--- src/inc/nvs_defs.svh ---
// Overview of operation
// Erase page chosen by address bit four only
// Erase needs enable then start, back to back
// CPU stalled for whole erase cycle
// Hardware clears erase start when erase ends
// Erased page words read back zero
// Software loads data and address before write
// Write needs enable then start, back to back
// CPU stalled until write cycle ends
// Hardware clears write start when write ends
// Read start with read enable begins read
// Read end clears start, loads data pair
// Data pair holds until next operation
// No address auto increment between reads
// Software masks interrupts around activation pair
// No sleep before operation fully completes; the testbench requests sleep in mid write to show the abort
// Top two control bits select 2/4/8/16 ms
// Software keeps write enable low when idle
// Start ignored unless enable already high
// Software erases page before writing words; the testbench writes word 0x13 without erasing page 1
// Word bits 7:0 low, 13:8 high register
// Enable and start never set together; the testbench writes 0x0c with no prior write enable
// Late start: no erase or write, store unchanged
`ifndef NVS_DEFS_SVH
`define NVS_DEFS_SVH

// Control register bit positions
`define NVS_CTL_TS_HI   7
`define NVS_CTL_TS_LO   6
`define NVS_CTL_ERS_EN  5
`define NVS_CTL_ERS_GO  4
`define NVS_CTL_WR_EN   3
`define NVS_CTL_WR_GO   2
`define NVS_CTL_RD_EN   1
`define NVS_CTL_RD_GO   0

// Reset values
`define NVS_CTL_RST     8'h00
`define NVS_ADDR_RST    5'h00
`define NVS_DATA_RST    14'h0000

// Timing: base program time and clock rate
`define NVS_BASE_TIME_MS 2
`define NVS_CLK_HZ       100000000
`define NVS_BASE_CYCLES  ((`NVS_BASE_TIME_MS * `NVS_CLK_HZ) / 1000)
`define NVS_READ_CYCLES  4

`endif

--- src/inc/nvs_pkg.sv ---
`default_nettype none
package nvs_pkg;
  // Sequencer states
  typedef enum logic [1:0] {
    NVS_IDLE,
    NVS_ERASE,
    NVS_WRITE,
    NVS_READ
  } nvs_state_t;
endpackage
`default_nettype wire

--- src/logic/nvs_timer.sv ---
`timescale 1ns/1ps
`default_nettype none
`include "nvs_defs.svh"
// Operation timer: counts base ticks scaled by time select
module nvs_timer
  import nvs_pkg::*;
#(
  parameter int BASE_CYCLES = `NVS_BASE_CYCLES
) (
  input  wire logic       clk,
  input  wire logic       rst_n,
  input  wire logic       start,     // Load and run
  input  wire logic [4:0] units,     // Base periods to run
  output logic            done       // One-cycle pulse at end
);
  // A zero-length base period would never tick
  if (BASE_CYCLES < 1) begin : g_bad_base
    $error("BASE_CYCLES must be at least 1");
  end

  localparam int CW = $clog2(BASE_CYCLES + 1);

  logic [CW-1:0] tick_cnt_r;  // Cycles within a base period
  logic [4:0]    unit_cnt_r;  // Remaining base periods
  logic          run_r;       // Timer active

  // Divider and period counter share one process for a clean done
  always_ff @(posedge clk) begin
    done <= 1'b0;
    if (!rst_n) begin
      tick_cnt_r <= '0;
      unit_cnt_r <= '0;
      run_r      <= 1'b0;
    end else if (start) begin
      tick_cnt_r <= '0;
      unit_cnt_r <= units;
      run_r      <= 1'b1;
    end else if (run_r) begin
      if (tick_cnt_r == CW'(BASE_CYCLES - 1)) begin
        tick_cnt_r <= '0;
        // Last period spent: finish
        if (unit_cnt_r == 5'h01) begin
          run_r <= 1'b0;
          done  <= 1'b1;
        end
        unit_cnt_r <= unit_cnt_r - 5'h01;
      end else begin
        tick_cnt_r <= tick_cnt_r + CW'(1);
      end
    end
  end
endmodule // nvs_timer
`default_nettype wire

--- src/logic/nvs_seq.sv ---
`timescale 1ns/1ps
`default_nettype none
`include "nvs_defs.svh"
// Emulated non-volatile word store sequencer
module nvs_seq
  import nvs_pkg::*;
#(
  parameter int WORDS       = 32,
  parameter int PAGE_WORDS  = 16,
  parameter int BASE_CYCLES = `NVS_BASE_CYCLES,
  parameter int READ_CYCLES = `NVS_READ_CYCLES
) (
  input  wire logic        SYS_CLK,
  input  wire logic        RESET_N,
  // Software write strobes, one per register
  input  wire logic        ADDR_WE,
  input  wire logic        DATA_LO_WE,
  input  wire logic        DATA_HI_WE,
  input  wire logic        CTL_WE,
  input  wire logic [7:0]  WDATA,
  // Register read-back
  output logic      [7:0]  ADDR_Q,
  output logic      [7:0]  DATA_LO_Q,
  output logic      [7:0]  DATA_HI_Q,
  output logic      [7:0]  CTL_Q,
  // CPU hold while an operation runs
  output logic             CPU_STALL,
  // Low-power entry request from core; aborts an operation
  input  wire logic        SLEEP_REQ
);
  // Refuse sizes that the fixed page decode cannot serve
  if (WORDS != 32 || PAGE_WORDS != 16) begin : g_bad_size
    $error("Only 32 words in 16-word pages supported");
  end
  // The read countdown is four bits wide
  if (READ_CYCLES < 1 || READ_CYCLES > 15) begin : g_bad_read
    $error("READ_CYCLES must be 1 to 15");
  end

  logic [13:0]     store [WORDS];     // Word array
  logic [4:0]      word_address_reg;  // Target address
  logic [13:0]     data_reg;          // Data pair, low and high
  logic [7:0]      nv_control_reg;    // Control register
  nvs_state_t      state_r;           // Sequencer state
  logic            en_prev_er_r;      // Erase enable set last cycle
  logic            en_prev_wr_r;      // Write enable set last cycle
  logic [3:0]      rd_cnt_r;          // Read latency count
  logic            tmr_start;
  logic            tmr_done;
  logic [4:0]      tmr_units;
  logic            go_erase;
  logic            go_write;
  logic            go_read;
  logic            end_op;

  // Select time: 1, 2, 4 or 8 base periods
  // A shift keeps the mapping in one place; eight periods still fit in five bits
  function automatic logic [4:0] time_units(input logic [1:0] sel);
    time_units = 5'h01 << sel;
  endfunction

  assign tmr_units = time_units(nv_control_reg[`NVS_CTL_TS_HI:`NVS_CTL_TS_LO]);

  // Activation decode: erase or write start needs enable set in the prior cycle
  always_comb begin
    go_erase = 1'b0;
    go_write = 1'b0;
    go_read  = 1'b0;
    if (state_r == NVS_IDLE && CTL_WE) begin
      // Erase or write start only if its enable was written high one cycle earlier; read needs only its enable already set
      go_erase = WDATA[`NVS_CTL_ERS_GO] && en_prev_er_r && nv_control_reg[`NVS_CTL_ERS_EN];
      go_write = WDATA[`NVS_CTL_WR_GO] && en_prev_wr_r && nv_control_reg[`NVS_CTL_WR_EN];
      go_read  = WDATA[`NVS_CTL_RD_GO] && nv_control_reg[`NVS_CTL_RD_EN];
    end
  end

  // Timer runs only for erase and write; reads use the short count
  assign tmr_start = go_erase || go_write;
  // End of operation: timer pulse, or last step of the read count
  assign end_op    = (state_r == NVS_ERASE || state_r == NVS_WRITE) ? tmr_done
                   : (state_r == NVS_READ) && (rd_cnt_r == 4'h1);

  // Stall the CPU for the whole operation; combinational to catch cycle 0
  assign CPU_STALL = (state_r != NVS_IDLE) || go_erase || go_write || go_read;

  // Back-to-back detector: enable rising-write seen in previous cycle
  always_ff @(posedge SYS_CLK) begin
    if (!RESET_N) begin
      en_prev_er_r <= 1'b0;
      en_prev_wr_r <= 1'b0;
    end else begin
      // Any cycle without an enable write breaks the pair
      // An enable written together with its start counts as no enable
      en_prev_er_r <= CTL_WE && WDATA[`NVS_CTL_ERS_EN] && !WDATA[`NVS_CTL_ERS_GO];
      en_prev_wr_r <= CTL_WE && WDATA[`NVS_CTL_WR_EN] && !WDATA[`NVS_CTL_WR_GO];
    end
  end

  // Sequencer state
  always_ff @(posedge SYS_CLK) begin
    if (!RESET_N) begin
      state_r  <= NVS_IDLE;
      rd_cnt_r <= 4'h0;
    end else begin
      case (state_r)
        NVS_IDLE: begin
          // Erase wins over write if both were requested at once
          if (go_erase) begin
            state_r <= NVS_ERASE;
          end else if (go_write) begin
            state_r <= NVS_WRITE;
          end else if (go_read) begin
            state_r  <= NVS_READ;
            rd_cnt_r <= 4'(READ_CYCLES);
          end
        end
        NVS_READ: begin
          rd_cnt_r <= rd_cnt_r - 4'h1;
          if (end_op || SLEEP_REQ) begin
            state_r <= NVS_IDLE;
          end
        end
        default: begin
          // Sleep aborts: the operation fails and store is untouched
          if (end_op || SLEEP_REQ) begin
            state_r <= NVS_IDLE;
          end
        end
      endcase
    end
  end

  // Store array: changes only at the end of a completed erase or write
  // No reset: the array stands for cells that keep their content
  always_ff @(posedge SYS_CLK) begin
    if (end_op && !SLEEP_REQ) begin
      if (state_r == NVS_ERASE) begin
        for (int i = 0; i < 16; i++) begin
          // Page from bit four; low bits ignored
          store[{word_address_reg[4], 4'(i)}] <= 14'h0000;
        end
      end else if (state_r == NVS_WRITE) begin
        store[word_address_reg] <= data_reg;
      end
    end
  end

  // Address register; never advanced by hardware
  always_ff @(posedge SYS_CLK) begin
    if (!RESET_N) begin
      word_address_reg <= `NVS_ADDR_RST;
    end else if (ADDR_WE && state_r == NVS_IDLE) begin
      word_address_reg <= WDATA[4:0];
    end
  end

  // Data pair: software writes, or read result that then holds
  // Software writes are refused while busy so a running write cannot be torn
  always_ff @(posedge SYS_CLK) begin
    if (!RESET_N) begin
      data_reg <= `NVS_DATA_RST;
    end else if (state_r == NVS_READ && end_op && !SLEEP_REQ) begin
      data_reg <= store[word_address_reg];
    end else if (state_r == NVS_IDLE) begin
      if (DATA_LO_WE) begin
        data_reg[7:0] <= WDATA;
      end
      if (DATA_HI_WE) begin
        data_reg[13:8] <= WDATA[5:0];
      end
    end
  end

  // Control register: software writes, hardware clears on finish
  // Erase and write enables drop too, so a stray start later finds nothing armed
  always_ff @(posedge SYS_CLK) begin
    if (!RESET_N) begin
      nv_control_reg <= `NVS_CTL_RST;
    end else if (state_r != NVS_IDLE) begin
      if (end_op || SLEEP_REQ) begin
        case (state_r)
          NVS_ERASE: begin
            nv_control_reg[`NVS_CTL_ERS_GO] <= 1'b0;
            nv_control_reg[`NVS_CTL_ERS_EN] <= 1'b0;
          end
          NVS_WRITE: begin
            nv_control_reg[`NVS_CTL_WR_GO] <= 1'b0;
            nv_control_reg[`NVS_CTL_WR_EN] <= 1'b0;
          end
          default: begin
            nv_control_reg[`NVS_CTL_RD_GO] <= 1'b0;
          end
        endcase
      end
    end else if (CTL_WE) begin
      nv_control_reg <= WDATA;
      // A start without a valid activation is not kept
      nv_control_reg[`NVS_CTL_ERS_GO] <= go_erase;
      nv_control_reg[`NVS_CTL_WR_GO]  <= go_write;
      nv_control_reg[`NVS_CTL_RD_GO]  <= go_read;
    end
  end

  // Read-back, unimplemented bits zero
  assign ADDR_Q    = {3'h0, word_address_reg};
  assign DATA_LO_Q = data_reg[7:0];
  assign DATA_HI_Q = {2'h0, data_reg[13:8]};
  assign CTL_Q     = nv_control_reg;

  // Base-period timer; after a sleep abort it runs on, but its late pulse
  // is ignored because end_op only looks at it during erase or write
  nvs_timer #(
    .BASE_CYCLES (BASE_CYCLES)
  ) u_timer (
    .clk   (SYS_CLK),
    .rst_n (RESET_N),
    .start (tmr_start),
    .units (tmr_units),
    .done  (tmr_done)
  );
endmodule // nvs_seq
`default_nettype wire

--- config.mk ---
export PLATFORM = sky130hd
export DESIGN_NAME = nvs_seq
export DESIGN_NICKNAME = d
export VERILOG_FILES = /design/src/inc/nvs_pkg.sv /design/src/logic/nvs_timer.sv /design/src/logic/nvs_seq.sv
export VERILOG_INCLUDE_DIRS = /design/src /design/src/inc
export SDC_FILE = /design/constraint.sdc
export NUM_CORES = 1
export LEC_CHECK = 0
export BUFFER_PORTS_ARGS = -buffer_cell sky130_fd_sc_hd__buf_2
export CELL_PAD_IN_SITES_DETAIL_PLACEMENT = 1
export CELL_PAD_IN_SITES_GLOBAL_PLACEMENT = 2
export CORE_ASPECT_RATIO = 0.6
export CORE_MARGIN = 5
export CORE_UTILIZATION = 41
export DETAILED_ROUTE_END_ITERATION = 8
export PLACE_DENSITY = 0.8
export RECOVER_POWER = 50
export SYNTH_ARGS = -nofsm -noshare
export SYNTH_HDL_FRONTEND = slang
export SYNTH_SLANG_ARGS = --single-unit
--- constraint.sdc ---
create_clock -name SYS_CLK -period 6.2 [get_ports SYS_CLK]
set_clock_uncertainty 0.15 [all_clocks]
set_input_delay 0 -clock SYS_CLK [delete_from_list [all_inputs] [get_ports SYS_CLK]]
set_output_delay 0 -clock SYS_CLK [all_outputs]
set_load 0.01 [all_outputs]
# Word level (Yosys, flattened, before mapping)
# Memories as Yosys holds them, arrays and structs flattened. A register that Yosys moved wholly into a read port is not among the register bits.
# Cells that the tools add are included.
totals:
  reg_bits: 60
  elab_cells: 131
  ram_bits: 448
  in_bits: 15
  out_inout_bits: 33
  n_memories: 1
mem_list:
  columns: ["memory", "words", "word_bits", "read_ports", "rd_clocked_by_memory_dff", "wr", "line_no", "rtl"]
  rows:
  - ["store", 32, 14, 1, 1, 16, "nvs_seq.sv:40", "logic [13:0] store [WORDS];"]
classes:
  bitwise_logic: 4
  eq_ne: 14
  n_addsub: 3
  n_reduce_logical: 47
  n_shift: 1
  mux: 46
ops:
  columns: ["cell", "n"]
  rows:
  - ["$mux 14", 3]
  - ["$mux 5", 6]
  - ["$mux 1", 20]
  - ["$mux 4", 5]
  - ["$add 18x1->18 const B", 1]
  - ["$eq 18x18->1 const B", 1]
  - ["$mux 18", 1]
  - ["$reduce_bool 2->1", 9]
  - ["$logic_and 1x1->1", 15]
  - ["$mux 2", 7]
  - ["$reduce_or 14->1", 1]
  - ["$mux 6", 2]
  - ["$ne 2x2->1 const B", 6]
  - ["$reduce_and 2->1", 5]
  - ["$reduce_and 3->1", 3]
  - ["$mux 8", 1]
  - ["$pmux 4 s2", 1]
  - ["$logic_or 1x1->1", 6]
  - ["$eq 5x1->1 const B", 1]
  - ["$shl 1x2->5 const A", 1]
  - ["$sub 5x1->5 const B", 1]
  - ["$eq 2x2->1 const B", 2]
  - ["$eq 4x1->1 const B", 1]
  - ["$ne 4x4->1 const B", 1]
  - ["9 further kinds", 15]

# Logic depth before layout (Yosys ltp)
# Gate-level depths: netlist of the first run.
depth:
  depth_word: 8
  ltp_mapped: 10
  ltp_nobuf: 7

# Modules after synthesis
# A second synthesis of the first run with hierarchy kept.
unflattened:
  cells_unflattened: 1769
  hier_area_um2: 24319.6
modules_own_cells:
  columns: ["module", "n_inst", "area_each_um2", "cells_per_inst", "seq_area_each_um2"]
  rows:
  - ["nvs_seq", 1, 22938.2, 1610, 14253.7]
  - ["nvs_timer", 1, 1381.3, 159, 500.5]

# Worst setup path before layout of the first run
# OpenSTA, ideal clock, no wires.
synth_timing:
  kind: "reg-to-reg"
  start: "register state_r[1]"
  end: "memory store[12][0] (enable)"
  path_slack_ns: 2.993
  synth_period_minus_slack_ns: 3.207
  stages_incl_launch_ff: 7
  required_ns: 5.646
  arrival_time_ns: 2.652
  path_buffers: 1
  setup_time_ns: 0.404
  cell_sequence: "dfxtp_1 -> ha_1 -> nand4bb_1 -> o21a_2 -> or3_1 -> buf_2 -> o21ai_0"
synth_rtl:
  columns: ["item", "line_no", "rtl"]
  rows:
  - ["start: declaration", "nvs_seq.sv:44", "nvs_state_t state_r;"]
  - ["start signal: assignment", "nvs_seq.sv:102", "state_r <= NVS_IDLE;"]
  - ["start signal: assignment", "nvs_seq.sv:109", "state_r <= NVS_ERASE;"]
  - ["start signal: assignment", "nvs_seq.sv:111", "state_r <= NVS_WRITE;"]
  - ["end: declaration", "nvs_seq.sv:40", null]

==> qor.yml, run 1 <==
clock_network:
  clk_latency_ns: 0.59
  cts_num_sinks: 513
  cts_max_level: 2
  postCtsSetupBuffers: 0
  clk_pin_slew_ns: 0.07
  hold_buffers: 26
  numCtsBuffers: 48
  cts_tree: "yes"
  cts-root-buf: "clkbuf_16"
  clockBufferDepth: 3
  ctsResizeCount: 0
placed_design:
  portBuffers: 42
  gp_congestion: 0.836
  hpwl_mm: 48.6
  placed_area_um2: 25100
logic_synthesis:
  ys_seq_area_share_pct: 60.8
  syn_avg_cell_area_um2: 13.5
  synth_top_area_cell: "edfxtp_1"
  synth_flop_cell: "edfxtp_1"
  synth_cells: 1800
  ys_top_cells_by_area: "edfxtp_1 (55%), and2_1 (12%), dfxtp_1 (5.4%)"
  yosys_warnings: 0
  synth_cell_types: 81
  synth_area_um2: 24300
  synth_top_area_share_pct: 55.4
  synth_edf_count: 448
  async_flop_share_pct: 0
  synth_seq_cells: 513
setup_path:
  critical_path_class: "reg2reg"
  timing.rr.end: "data_reg[8]$_SDFFE_PN0P_"
  arrival_ns: 5.12
  worstPathMaxFanout: 36
  end_kind: "register"
  slowest_delay_ns: 2.01
  r2r_setup_slack_ns: 1.46
  slowest_stage: "dfxtp_1"
  crit_required_ns: 6.57
  r2r.worst_path.cells: 6
  cp-start-kind: "register"
  crit_chain: "buf_4, mux2i_1, a221oi_1, a31oi_1, nor3_1, o311a_1"
cells_and_area:
  postLayoutCellArea_um2: 26700
  final_common_cell: "edfxtp_1"
  largest_reg_flops: 448
  fin_nets: 1852
  area_growth_pct: 9.89
  nFillCells: 6037
  most-common-layout-cells: "edfxtp_1 (448), and2_1 (407), mux2i_1 (96), nor2_1 (67), dfxtp_1 (63)"
  drive_gt1_share_pct: 10.5
  seqCellArea_um2: 14800
  multi_input_area_um2: 8550
  diodes: 0
timing:
  rsz0062_at_grt: "false"
  period_needed_ns: 4.74
  slew_headroom_pct: -66.5
  tightest_slew_ns: 2.49
  hold_viol: 0
  drv_slew: 319
  fmax_mhz: 211
  finalSetupViolations: 0
  fin_setup_tns_ns: 0
  period_share_pct: 76.5
die:
  die_h_um: 198
  die_w_um: 324
  rows: 69
  io-pin-count: 48
  start_util_pct: 41.2
  die_area_um2: 64300
  core_um2: 58900
power_and_ir_drop:
  power.leakage_nw: 7.60
  ir_drop_mv: 0.202
  powerDensity_nw_per_um2: 286
grt:
  grt_pass1_vias: 15500
  grt_use_met3_pct: 8.34
  grt_max_degree: 59
  met1_usage_pct: 34.4
  gr-total-overflow: 0
  track_usage_pct: 23.2
  grt_util_met2_pct: 33.0
  antenna_found_initial: 5
  grt_first_pass_wirelength_mm: 108
  global_route.peak_usage_layer: "met1"
worst_hold_path:
  min-delay-start: "ADDR_WE"
  holdPathStages: 4
  hp-class: "in2reg"
  whs_endpoint: "word_address_reg[4]$_SDFFE_PN0P_"
run_status:
  violations: "max-capacitance violations, max-slew violations"
  status: "complete, but fails checks"
detailed_routing:
  first_pass_iters: 6
  drtAntennaViolNets: 0
  routed_wl_mm: 75.5
  wl_per_cell_um: 28.5
  drt_iter0_markers: 1734
  via_count: 15300
  drt-vias-per-instance: 5.79
  drc_errors: 0
job:
  max-cap-violations: 9
==> worst max-delay path by stage <==
| stage | end | from | cells past startpoint |
|---|---|---|---|
| after floorplan | store[12][0]$_SDFFCE_PN0P_ | state_r[1]$_SDFFE_PN0P_ | 6 |
| after global placement | store[12][3]$_SDFFCE_PN0P_ | state_r[1]$_SDFFE_PN0P_ | 5 |
| after detailed placement | store[12][9]$_SDFFCE_PN0P_ | state_r[1]$_SDFFE_PN0P_ | 5 |
| after CTS | store[12][3]$_SDFFCE_PN0P_ | state_r[1]$_SDFFE_PN0P_ | 5 |
| after global routing | data_reg[8]$_SDFFE_PN0P_ | register | 6 |
| final | data_reg[8]$_SDFFE_PN0P_ | register | 6 |
==> routing by layer <==
layer	routed length (um)	vias to the layer above
li1	-	6634
met1	33400	7983
met2	31700	604
met3	8980	93
met4	1330	0
met5	0	-
==> stage by stage <==
stage          setup slack [ns]  hold WS, ns  power [W]  util [%]  cells
3_5_place_dp               2.69        0.174    0.00465      42.6   2532
5_1_grt                    1.27        0.231    0.00784      45.3   2644
6_report                   1.46        0.222    0.00762      45.3   2644
3_3_place_gp               2.84        0.141    0.00463      42.6   2532
4_1_cts                    2.66        0.156    0.00765      45.6   2644
2_1_floorplan              2.99      -0.0742    0.00434         -   1804
==> worst max-delay path: cells and delay by family, from the launching register on <==
family	cells	cell delay [ns]
mux	1	0.16
compound gates	3	1.28
simple gates	1	0.31
flops	1	2.01
buf+inv	1	0.72
==> cell families (layout without fill, tap and decap cells) <==
| kind of cell | Yosys count | in the layout | synth area share [%] |
|---|---|---|---|
| other | 1 | 5 | 0.0155 |
| buffers and inverters | 167 | 226 | 3.86 |
| multiplexers | 177 | 177 | 10.8 |
| XOR/XNOR | 20 | 20 | 0.722 |
| AND/OR/NAND/NOR | 709 | 709 | 17.3 |
| adder cells (fa/ha/maj) | 10 | 10 | 0.516 |
| flip-flops | 513 | 513 | 60.8 |
| AO/OA/AOI/OAI | 203 | 203 | 5.96 |
==> report_power, final <==
part           internal [W]  switching, W
combinational      0.000237      0.000497
clock               0.00167       0.00135
sequential          0.00372      0.000143
==> cell usage after synthesis, drive strengths merged, types with 12 or more instances <==
cell / instances
and2: 451
edfxtp: 448
clkbuf: 96
mux2i: 96
nor2: 68
dfxtp: 65
o21ai: 61
mux4: 60
buf: 55
nand2: 45
nand3: 43
a221oi: 29
nor3: 23
mux2: 21
a21oi: 18
a21boi: 16
inv: 14
nand2b: 12
==> layout make-up <==
| cell class | count | area share (%) |
|---|---|---|
| multi-input cells | 1124 | 32.1 |
| inverters | 15 | 0.211 |
| flip-flops and latches | 513 | 55.4 |
| well taps | 781 | 3.66 |
| repair buffers | 125 | 2.92 |
| clock buffers | 58 | 4.76 |
| clock inverters | 28 | 1.01 |
Power figures use the tool's default switching activity.
==> run 2: changes to the inputs <==
clock period = 4.5 ns   (was 6.2 ns; I/O delays follow)
==> run 2 against run 1 <==
  * The run still ends with max-capacitance violations, max-slew violations left
  * Via count grew 1.2%
  * Critical path depth increased by 1
  * Fmax increased by 18%
  * Routed wire length about the same
  * Critical endpoint is now data_reg[0]$_SDFFE_PN0P_
  * Largest power group unchanged
  * Highest routed layer is now met5
==> qor.yml, run 2 (synthesis gave the netlist of run 1 again) <==
run_status:
  status: "complete, but fails checks"
  violations: "max-capacitance violations, max-slew violations"
die:
  die_h_um: 198
  core_um2: 58900
  io-pin-count: 48
  die_area_um2: 64300
  start_util_pct: 41.2
  rows: 69
  die_w_um: 324
detailed_routing:
  via_count: 15500
  drt_iter0_markers: 1717
  routed_wl_mm: 75.4
  drt-vias-per-instance: 5.84
  wl_per_cell_um: 28.4
  drc_errors: 0
  drtAntennaViolNets: 0
  first_pass_iters: 5
setup_path:
  cp-start-kind: "register"
  worstPathMaxFanout: 22
  end_kind: "register"
  crit_required_ns: 4.83
  arrival_ns: 4.34
  r2r_setup_slack_ns: 0.49
  critical_path_class: "reg2reg"
timing:
  tightest_slew_ns: 2.06
  fin_setup_tns_ns: 0
  period_share_pct: 89.2
  finalSetupViolations: 0
  fmax_mhz: 249
  period_needed_ns: 4.01
  drv_slew: 365
  hold_viol: 0
  whs_ns: 0.200
  rsz0062_at_grt: "false"
  slew_headroom_pct: -37.1
  layout_setup_ws_ns: 0.486
clock_network:
  clk_latency_ns: 0.59
  clk_pin_slew_ns: 0.07
  cts-root-buf: "clkbuf_16"
  cts_tree: "yes"
  numCtsBuffers: 48
  cts_max_level: 2
  ctsResizeCount: 0
  cts_num_sinks: 513
  clockBufferDepth: 3
cells_and_area:
  area_growth_pct: 10.7
  most-common-layout-cells: "edfxtp_1 (448), and2_1 (339), and2_0 (112), mux2i_1 (96), nor2_1 (67)"
  largest_reg_flops: 448
  drive_gt1_share_pct: 11.5
  final_common_cell: "edfxtp_1"
  postLayoutCellArea_um2: 26900
  fin_nets: 1859
  diodes: 0
placed_design:
  portBuffers: 42
  placed_area_um2: 25100
  dp_slack_ns: 0.832
  hpwl_mm: 48.6
  gp_congestion: 0.884
grt:
  grt_max_degree: 58
  gr-total-overflow: 0
  track_usage_pct: 23.2
  grt_pass1_vias: 15500
  grt_first_pass_wirelength_mm: 109
  antenna_found_initial: 8
power_and_ir_drop:
  powerDensity_nw_per_um2: 399
  ir_drop_mv: 0.260
  power.total_w: 0.0107
  power.leakage_nw: 7.64
job:
  max-cap-violations: 11
worst_hold_path:
  hp-class: "in2reg"
[run 2: final timing paths]
| path | startpoint | endpoint | cells after the start |
|---|---|---|---|
| hold reg to reg | CTL_Q[2]$_SDFFE_PN0P_ | CTL_Q[2]$_SDFFE_PN0P_ | 2 |
| setup reg to reg | register | data_reg[0]$_SDFFE_PN0P_ | 7 |
| hold / removal | WDATA[4] | register | 4 |
| setup / recovery | register | data_reg[0]$_SDFFE_PN0P_ | 7 |
[run 2: where the power goes]
part	internal [W]	switching, W
clock	0.00253	0.00187
sequential	0.00513	0.000220
combinational	0.000326	0.000649
[run 2: critical path: stages, from the launching register on]
cell and delay (ns):
dfxtp_1 1.06, nor2b_1 1.21, buf_4 0.40, a221oi_1 0.12, buf_4 0.22, a2111oi_2 0.38, a211oi_1 0.09, o221a_1 0.25
[run 2: area by class of cell]
class                   count  area [um^2]
well taps                 781          977
multi-input cells        1124         8560
fillers                  5995        32000
flip-flops and latches    513        14800
repair buffers            132          860
clock inverters            32          397
clock buffers              56         1260
inverters                  15         56.3
[run 2: metal layers]
| layer | part of all wire [%] | GRT usage (%) |
|---|---|---|
| met4 | 1.7 | 3.94 |
| met3 | 11 | 7.50 |
| met5 | 0.019 | 0 |
| met2 | 41 | 32.6 |
| met1 | 46 | 35.7 |
[run 2: repair_timing]
action / 4_1_cts / 5_1_grt
hold buffers: 27 / 0
buffers inserted: 0 / 0
setup endpoints to repair: 0 / 0
endpoints found under the hold margin: 47 / 0
[run 2: metrics by stage]
| step | util [%] | instances |
|---|---|---|
| 2_1_floorplan | - | 1804 |
| 5_1_grt | 45.6 | 2653 |
| 6_report | 45.6 | 2653 |
| 3_5_place_dp | 42.7 | 2538 |
| 4_1_cts | 45.9 | 2653 |
| 3_3_place_gp | 42.7 | 2538 |
